===== src/ess_consts.svh =====
`ifndef ESS_CONSTS_SVH
`define ESS_CONSTS_SVH

// ----------------------------------------
// timing
// ----------------------------------------
`define ESS_CLK_PERIOD_NS 8
`define ESS_TICK_TIME_NS 1000000
`define ESS_TICK_CYCLES (`ESS_TICK_TIME_NS / `ESS_CLK_PERIOD_NS)
`define ESS_GATE_TICKS 4'hA
`define ESS_DELAY_UNIT_MS 16'h0064

// ----------------------------------------
// speed scaling
// ----------------------------------------
`define ESS_FB_SCALE 48'h0000000F4240
`define ESS_LEVEL_SCALE 48'h000000000064
`define ESS_MIN_REF 16'h0064
`define ESS_DIGIT_HUNDRED 8'h64

`endif


===== src/ess_pkg.sv =====
package ess_pkg;
    timeunit 1ns;
    timeprecision 1ps;
    typedef enum logic [1:0] {
        ESS_DECEL = 2'b00,
        ESS_COAST = 2'b01,
        ESS_FAST  = 2'b10,
        ESS_ALARM = 2'b11
    } ess_stop_t;
endpackage


===== src/ess_supervisor.sv =====
`include "ess_consts.svh"

module ess_supervisor #(
    parameter int TICK_CYCLES = `ESS_TICK_CYCLES
) (
    // clock and reset
    input wire logic clk_i,
    input wire logic rst_i,
    // encoder pins
    input wire logic enc_a_i,
    input wire logic enc_b_i,
    // drive state
    input wire logic run_i,
    input wire logic dc_brake_i,
    input wire logic speed_agree_i,
    input wire logic signed [15:0] speed_ref_i,
    input wire logic [15:0] max_rev_per_s_i,
    input wire logic complementary_variant_i,
    input wire logic fault_reset_i,
    // settings
    input wire logic [15:0] pulses_per_rev_i,
    input wire logic direction_polarity_i,
    input wire logic [7:0] monitor_divider_setting_i,
    input wire logic [7:0] open_detect_time_i,
    input wire ess_pkg::ess_stop_t open_fault_stop_method_i,
    input wire logic [6:0] overspeed_level_i,
    input wire logic [4:0] overspeed_delay_i,
    input wire ess_pkg::ess_stop_t overspeed_stop_method_i,
    input wire logic [5:0] speed_error_level_i,
    input wire logic [6:0] speed_error_delay_i,
    input wire ess_pkg::ess_stop_t speed_error_stop_method_i,
    // results
    output logic monitor_pulse_o,
    output logic signed [16:0] speed_count_o,
    output logic encoder_open_fault_o,
    output logic overspeed_fault_o,
    output logic speed_error_fault_o,
    output logic stop_req_o,
    output ess_pkg::ess_stop_t stop_method_o
);
    timeunit 1ns;
    timeprecision 1ps;
    import ess_pkg::*;

    function automatic logic [15:0] mag16(input logic signed [16:0] v);
        logic signed [16:0] t;
        t = (v < 0) ? -v : v;
        return t[15:0];
    endfunction

    // ----------------------------------------
    // pin synchronisers and edges
    // ----------------------------------------
    logic [1:0] a_sync_q, b_sync_q;
    logic a_last_q, b_last_q;
    always_ff @(posedge clk_i or posedge rst_i) begin
        if (rst_i) begin
            a_sync_q <= 2'h0;
            b_sync_q <= 2'h0;
            a_last_q <= 1'b0;
            b_last_q <= 1'b0;
        end else begin
            a_sync_q <= {a_sync_q[0], enc_a_i};
            b_sync_q <= {b_sync_q[0], enc_b_i};
            a_last_q <= a_sync_q[1];
            b_last_q <= b_sync_q[1];
        end
    end
    wire logic a_rise = a_sync_q[1] & ~a_last_q;
    wire logic a_edge = a_sync_q[1] ^ a_last_q;
    wire logic any_edge = a_edge | (b_sync_q[1] ^ b_last_q);
    // a rising while b low means a leads
    wire logic fwd_pulse = ~b_sync_q[1] ^ direction_polarity_i;

    // ----------------------------------------
    // tick and speed gate
    // ----------------------------------------
    logic [31:0] tick_cnt_q;
    logic [3:0] gate_cnt_q;
    logic tick;
    logic signed [16:0] acc_q;
    assign tick = (tick_cnt_q == 32'(TICK_CYCLES - 1));
    wire logic gate_end = tick & (gate_cnt_q == `ESS_GATE_TICKS - 4'h1);
    always_ff @(posedge clk_i or posedge rst_i) begin
        if (rst_i) begin
            tick_cnt_q <= 32'h0;
            gate_cnt_q <= 4'h0;
        end else begin
            tick_cnt_q <= tick ? 32'h0 : tick_cnt_q + 32'h1;
            if (tick) begin
                gate_cnt_q <= gate_end ? 4'h0 : gate_cnt_q + 4'h1;
            end
        end
    end
    always_ff @(posedge clk_i or posedge rst_i) begin
        if (rst_i) begin
            acc_q <= 17'sh0;
            speed_count_o <= 17'sh0;
        end else if (gate_end) begin
            speed_count_o <= acc_q;
            acc_q <= a_rise ? (fwd_pulse ? 17'sh1 : -17'sh1) : 17'sh0;
        end else if (a_rise) begin
            acc_q <= fwd_pulse ? acc_q + 17'sh1 : acc_q - 17'sh1;
        end
    end

    // ----------------------------------------
    // scaled speed comparisons
    // ----------------------------------------
    logic [47:0] ppr_max, fb_mag, ref_mag, os_lim, dev_lim;
    logic signed [48:0] err_s;
    logic [47:0] err_mag;
    logic fb_neg, ref_neg;
    always_comb begin
        ppr_max = 48'(max_rev_per_s_i) * 48'(pulses_per_rev_i);
        fb_mag = 48'(mag16(speed_count_o)) * `ESS_FB_SCALE;
        ref_mag = 48'(mag16(17'(speed_ref_i))) * ppr_max;
        fb_neg = speed_count_o < 0;
        ref_neg = speed_ref_i < 0;
        os_lim = 48'(48'(overspeed_level_i) * `ESS_LEVEL_SCALE * ppr_max);
        dev_lim = 48'(48'(speed_error_level_i) * `ESS_LEVEL_SCALE * ppr_max);
        err_s = (ref_neg ? -$signed({1'b0, ref_mag}) : $signed({1'b0, ref_mag}))
              - (fb_neg ? -$signed({1'b0, fb_mag}) : $signed({1'b0, fb_mag}));
        err_mag = err_s < 0 ? 48'(-err_s) : 48'(err_s);
    end

    // ----------------------------------------
    // speed error arming
    // ----------------------------------------
    logic armed_q;
    always_ff @(posedge clk_i or posedge rst_i) begin
        if (rst_i) begin
            armed_q <= 1'b0;
        end else if (!run_i) begin
            armed_q <= 1'b0;
        end else if (speed_agree_i) begin
            armed_q <= 1'b1;
        end
    end

    // ----------------------------------------
    // fault qualification: 0 open, 1 overspeed, 2 speed error
    // ----------------------------------------
    logic [2:0] cond, restart, fault_q;
    logic [15:0] lim_ms [3];
    logic [15:0] tmr_q [3];
    always_comb begin
        cond[0] = run_i & !dc_brake_i & (mag16(17'(speed_ref_i)) >= `ESS_MIN_REF);
        cond[1] = fb_mag > os_lim;
        cond[2] = armed_q & (err_mag > dev_lim);
        restart = ~cond | {2'b00, any_edge};
        lim_ms[0] = 16'(open_detect_time_i) * `ESS_DELAY_UNIT_MS;
        lim_ms[1] = 16'(overspeed_delay_i) * `ESS_DELAY_UNIT_MS;
        lim_ms[2] = 16'(speed_error_delay_i) * `ESS_DELAY_UNIT_MS;
    end
    for (genvar i = 0; i < 3; i++) begin : g_qual
        always_ff @(posedge clk_i or posedge rst_i) begin
            if (rst_i) begin
                tmr_q[i] <= 16'h0;
            end else if (restart[i]) begin
                tmr_q[i] <= 16'h0;
            end else if (tick && tmr_q[i] != 16'hFFFF) begin
                tmr_q[i] <= tmr_q[i] + 16'h1;
            end
        end
        always_ff @(posedge clk_i or posedge rst_i) begin
            if (rst_i) begin
                fault_q[i] <= 1'b0;
            end else if (!restart[i] && tick && tmr_q[i] >= lim_ms[i]) begin
                fault_q[i] <= 1'b1;
            end else if (fault_reset_i) begin
                fault_q[i] <= 1'b0;
            end
        end
    end

    // ----------------------------------------
    // fault outputs and stop action
    // ----------------------------------------
    ess_stop_t method_d;
    always_comb begin
        if (fault_q[0]) begin
            method_d = open_fault_stop_method_i;
        end else if (fault_q[1]) begin
            method_d = overspeed_stop_method_i;
        end else begin
            method_d = speed_error_stop_method_i;
        end
    end
    always_ff @(posedge clk_i or posedge rst_i) begin
        if (rst_i) begin
            encoder_open_fault_o <= 1'b0;
            overspeed_fault_o <= 1'b0;
            speed_error_fault_o <= 1'b0;
            stop_req_o <= 1'b0;
            stop_method_o <= ESS_ALARM;
        end else begin
            encoder_open_fault_o <= fault_q[0];
            overspeed_fault_o <= fault_q[1];
            speed_error_fault_o <= fault_q[2];
            stop_req_o <= (|fault_q) && method_d != ESS_ALARM;
            stop_method_o <= (|fault_q) ? method_d : ESS_ALARM;
        end
    end

    // ----------------------------------------
    // pulse monitor divider
    // ----------------------------------------
    logic div_hi;
    logic [7:0] div_m;
    logic [1:0] div_step;
    logic [7:0] div_acc_q, div_sum;
    always_comb begin
        div_hi = monitor_divider_setting_i >= `ESS_DIGIT_HUNDRED;
        div_m = div_hi ? monitor_divider_setting_i - `ESS_DIGIT_HUNDRED
                       : monitor_divider_setting_i;
        if (div_m == 8'h00) begin
            div_m = 8'h01;
        end else if (div_m > 8'h20) begin
            div_m = 8'h20;
        end
        div_step = (div_hi && div_m != 8'h01) ? 2'h2 : 2'h1;
        div_sum = div_acc_q + 8'(div_step);
    end
    always_ff @(posedge clk_i or posedge rst_i) begin
        if (rst_i) begin
            div_acc_q <= 8'h00;
            monitor_pulse_o <= 1'b0;
        end else if (!complementary_variant_i) begin
            div_acc_q <= 8'h00;
            monitor_pulse_o <= 1'b0;
        end else if (a_edge) begin
            if (div_sum >= div_m) begin
                div_acc_q <= div_sum - div_m;
                monitor_pulse_o <= ~monitor_pulse_o;
            end else begin
                div_acc_q <= div_sum;
            end
        end
    end

    // ----------------------------------------
    // checks
    // ----------------------------------------
    open_cause_a: assert property (@(posedge clk_i) disable iff (rst_i)
        $rose(fault_q[0]) |-> $past(cond[0]) && !$past(any_edge))
        else $error("open fault without cause");
    os_delay_a: assert property (@(posedge clk_i) disable iff (rst_i)
        $rose(fault_q[1]) |-> $past(cond[1]) && $past(tmr_q[1]) >= $past(lim_ms[1]))
        else $error("overspeed fault before delay");
    dev_armed_a: assert property (@(posedge clk_i) disable iff (rst_i)
        !armed_q && !fault_q[2] |=> !fault_q[2])
        else $error("speed error fault while unarmed");
    dev_delay_a: assert property (@(posedge clk_i) disable iff (rst_i)
        $rose(fault_q[2]) |-> $past(tmr_q[2]) >= $past(lim_ms[2]) && $past(tick))
        else $error("speed error fault before delay");
    timer_restart_a: assert property (@(posedge clk_i) disable iff (rst_i)
        !cond[1] |=> tmr_q[1] == 16'h0)
        else $error("timer not restarted");
    open_method_a: assert property (@(posedge clk_i) disable iff (rst_i)
        fault_q[0] && $stable(open_fault_stop_method_i)
        |=> stop_method_o == $past(open_fault_stop_method_i))
        else $error("open stop method wrong");
    os_method_a: assert property (@(posedge clk_i) disable iff (rst_i)
        fault_q == 3'b010 |=> stop_method_o == $past(overspeed_stop_method_i))
        else $error("overspeed stop method wrong");
    dev_method_a: assert property (@(posedge clk_i) disable iff (rst_i)
        fault_q == 3'b100 |=> stop_method_o == $past(speed_error_stop_method_i)
        && stop_req_o == ($past(speed_error_stop_method_i) != ESS_ALARM))
        else $error("speed error stop method wrong");
    monitor_off_a: assert property (@(posedge clk_i) disable iff (rst_i)
        !complementary_variant_i |=> !monitor_pulse_o)
        else $error("monitor active on line-driver variant");
    cov_open_c: cover property (@(posedge clk_i) disable iff (rst_i) $rose(fault_q[0]));
    cov_os_c: cover property (@(posedge clk_i) disable iff (rst_i) $rose(fault_q[1]));
    cov_dev_c: cover property (@(posedge clk_i) disable iff (rst_i) $rose(fault_q[2]));
    cov_mon_c: cover property (@(posedge clk_i) disable iff (rst_i) $rose(monitor_pulse_o));
endmodule


===== config.mk =====
export PLATFORM = sky130hd
export DESIGN_NAME = ess_supervisor
export DESIGN_NICKNAME = d
export VERILOG_FILES = /design/src/ess_pkg.sv /design/src/ess_supervisor.sv
export VERILOG_INCLUDE_DIRS = /design/src
export SDC_FILE = /design/constraint.sdc
export NUM_CORES = 2
export LEC_CHECK = 0
export ABC_AREA = 1
export BUFFER_PORTS_ARGS = -buffer_cell sky130_fd_sc_hd__buf_2
export CORE_MARGIN = 2
export CORE_UTILIZATION = 50
export DETAILED_ROUTE_END_ITERATION = 7
export PLACE_DENSITY_LB_ADDON = 0.05
export SYNTH_ARGS = -nofsm -noshare
export SYNTH_HDL_FRONTEND = slang
export SYNTH_SLANG_ARGS = --single-unit

===== constraint.sdc =====
create_clock -name clk_i -period 13.8 [get_ports clk_i]
set_clock_uncertainty 0.1 [all_clocks]
set_input_delay 0 -clock clk_i [delete_from_list [all_inputs] [get_ports clk_i]]
set_output_delay 0 -clock clk_i [all_outputs]
set_load 0.05 [all_outputs]

==> impl_metrics.tcl <==
set metrics [dict create \
    worstSetupStartpointType "primary input" \
    timing.rr.start "speed_count_o[0]" \
    die-height_um 384 \
    maxSlewHeadroom_pct 16.8 \
    worstMarginPinSlew_ps 1250 \
    synth_cells 9881 \
    fin_area_mm2 0.0863 \
    setup_viol 17 \
    cts_root_buffer "clkbuf_16" \
    drtIter0Drc 4992 \
    drive_gt1_share_pct 17.8 \
    final_net_count 13000 \
    vias 67800 \
    cp-endpoint "tmr_q[3]" \
    final_core_util_pct 60.1 \
    totalNegativeSetupSlack_ps -10650 \
    yosysUniqueCellTypes 76 \
    yosysTopAreaCell "fa_1" \
    grt_overflow 0 \
    io_pins 129 \
    crit_path_end_kind "flip-flop" \
    ys_seq_area_share_pct 4.95 \
    ant_nets 0 \
    grt_max_degree 83 \
    cts_inserted_buffers 17 \
    die_w_um 384 \
    core_area_mm2 0.143 \
    critPathSlowestCell "fa_1" \
    met1_length_um 106000 \
    initial_core_util_pct 50.4 \
    insertion_delay_ps 480 \
    hp-class "primary input to flip-flop" \
    dieArea_mm2 0.148 \
    path_max_fanout 8 \
    synth_seq_cells 143 \
    slowest_delay_ps 570 \
    areaGrowthSynthToFinish_pct 19.3 \
    portBuffers 128 \
    drc 0 \
    r2r_end "tmr_q[3]" \
    fin_crit_sh_pct 105 \
    crit_family "adder cells" \
    rsz0062_at_grt "true" \
    worstPathRequired_ps 14050 \
    wl_met2_um 118000 \
    startpoint "pulses_per_rev_i[5]" \
    grt_use_total_pct 35.5 \
    fillCellCount 13700 \
    fin_crit_ps 14440 \
    grt_pass1_vias 69900 \
    wl_met3_um 21100 \
    vias_per_cell 5.31 \
    async_flop_share_pct 100 \
    syn_area_per_cell_um2 7.32 \
    htreeDepth 4 \
    r2r_setup_slack_ps 1520 \
    status "complete, but fails checks" \
    synth_top_area_share_pct 34.6 \
    maxCapViolCount 0 \
    critPathKind "primary input to flip-flop" \
    synthFlopType "dfrtp_1" \
    crit_arrival_ps 14690 \
    violations "setup timing" \
    final-hold-violation-count 0 \
    path_depth 83 \
    cts.path.max_buffers 2 \
    path_clk_slew_ps 70 \
    grt_pass1_wl_um 402000 \
    max_freq_mhz 69.2 \
    routed_wl_um 258000 \
    synthTopCellsByArea "fa_1, ha_1, nand2_1" \
    pre_cts_ws_ps -1900 \
    netlist_area_mm2 0.0723 \
    top_layer "met5" \
    worst-path-buf-inv 21 \
    dp.final_hpwl_um 220000 \
    cts_sinks 143 \
    rows 139 \
    antenna_found_initial 13 \
    final_max_slew_viol_count 0 \
    place.gp.congestion 1.01 \
    first_pass_iters 6 \
    place_area_mm2 0.0825 \
    ff2ff_path_depth 61 \
    synth-edff-count 0 \
    crit_top_cell "fa_1" \
    detail_route.wl_per_cell_um 20.2 \
    cts_tree "yes" \
    yosys_warnings 0 \
    setup_ws_ps -641 \
]
==> sequential cells by signal, summed over array words and instances, names as in the netlist, 2 cells and up <==
| name | flops |
|---|---|
| stop_method_o | 2 |
| acc_q | 17 |
| gate_cnt_q | 4 |
| speed_count_o | 17 |
| div_acc_q | 8 |
| a_sync_q | 2 |
| fault_q | 3 |
| tick_cnt_q | 32 |
| b_sync_q | 2 |
| tmr_q | 48 |
==> metrics by stage <==
stage / cells / hold slack (ps)
2_1_floorplan: 9882 / -68.6
3_3_place_gp: 12600 / 9.53
3_5_place_dp: 12600 / 11.9
4_1_cts: 12700 / 62.0
5_1_grt: 12800 / 78.5
6_report: 12800 / 76.6
==> worst register-to-register path, delay by kind of cell (launching register included) <==
| kind | cells | cell delay, ps |
|---|---|---|
| AOI/OAI and AO/OA | 14 | 2710 |
| xor gates and xnor gates | 3 | 820 |
| adders and majority gates | 10 | 4380 |
| buffers and inverters | 12 | 1680 |
| DFF | 1 | 380 |
| and+or+nand+nor | 22 | 2110 |
==> how the worst min path moves through the flow <==
stage / from / to / slack (ps) / cells after the start
2_1_floorplan: enc_a_i / a_sync_q[0] / -70 / 0
3_3_place_gp: enc_a_i / a_sync_q[0] / 10 / 1
3_5_place_dp: enc_a_i / a_sync_q[0] / 10 / 1
4_1_cts: monitor_divider_setting_i[0] / div_acc_q[0] / 60 / 7
5_1_grt: enc_b_i / b_sync_q[0] / 80 / 2
6_report: monitor_divider_setting_i[0] / div_acc_q[0] / 80 / 7
==> cells in the final DEF (no fill, tap or decap), types with 64 or more instances in the layout <==
cell type and count:
xnor2_1 115, nand4_1 98, buf_4 1078, a21oi_1 304, nand3_1 362, xor2_1 206
nor2_1 824, nor3_1 64, nand2_2 128, o21ai_0 192, fa_1 1223, buf_2 102
ha_1 750, inv_1 2178, dfrtp_1 141, nand2_1 2195, nor2_2 75
==> synthesized netlist by cell type, types with 5 or more instances <==
master    count
or2_2        42
xor2_1      218
o31ai_1      12
inv_2        21
o21ai_1      15
nand4_1      98
xor2_2        5
a21oi_1     358
nor3b_1       6
a21boi_0      7
nand2_1    2332
a211oi_1     10
buf_1        15
nor2_2       39
nor3_1       75
nand3b_1     27
clkbuf_1    278
o211ai_1     18
o21ai_0     212
nor2_1      889
o22ai_1       5
nand3_2      11
clkinv_1     23
dfrtp_1     141
a21o_1       20
fa_1       1248
nor4_1       32
nor3_2        9
nand3_1     378
nor2_4        6
o21a_1       17
xnor2_1     121
ha_1        802
a31oi_1      25
nand2_2      30
o21bai_1     27
buf_2        21
inv_1      2218
o221ai_1      9
==> cells by family after synthesis <==
kind of cell	share of synthesized area (%)
AO/OA/AOI/OAI	5.97
flip-flops	4.95
buffers and inverters	13.5
adder cells (fa/ha/maj)	48.4
XOR/XNOR	4.24
AND/OR/NAND/NOR	22.9
other	0.00519
==> routing by layer <==
layer	up-vias	global-route usage, %
met2	2336	57.7
li1	31700	-
met4	12	15.2
met5	-	0
met1	33300	46.6
met3	447	6.39
==> cell type report <==
cell class | instances | area [um^2] | share of cell area [%]
diodes | 4 | 10.0 | 0.0116
clock buffers | 18 | 429 | 0.497
clock inverters | 14 | 121 | 0.141
inverters | 2263 | 8560 | 9.92
multi-input cells | 7158 | 61400 | 71.2
flip-flops and latches | 143 | 3580 | 4.15
well taps | 1903 | 2380 | 2.76
repair buffers | 1265 | 9780 | 11.3
==> repair_timing <==
| action | CTS | global route |
|---|---|---|
| gates resized for setup | 442 | 170 |
| setup endpoints to repair | 17 | 17 |
| pin swaps | 201 | 142 |
| hold endpoints to repair | 106 | 0 |
| setup buffers | 77 | 26 |
| cloned | 2 | 0 |
| hold buffers | 12 | 0 |
Power is not shown: default switching activity piles up to over one toggle a cycle in this logic, so the estimate is an artifact.
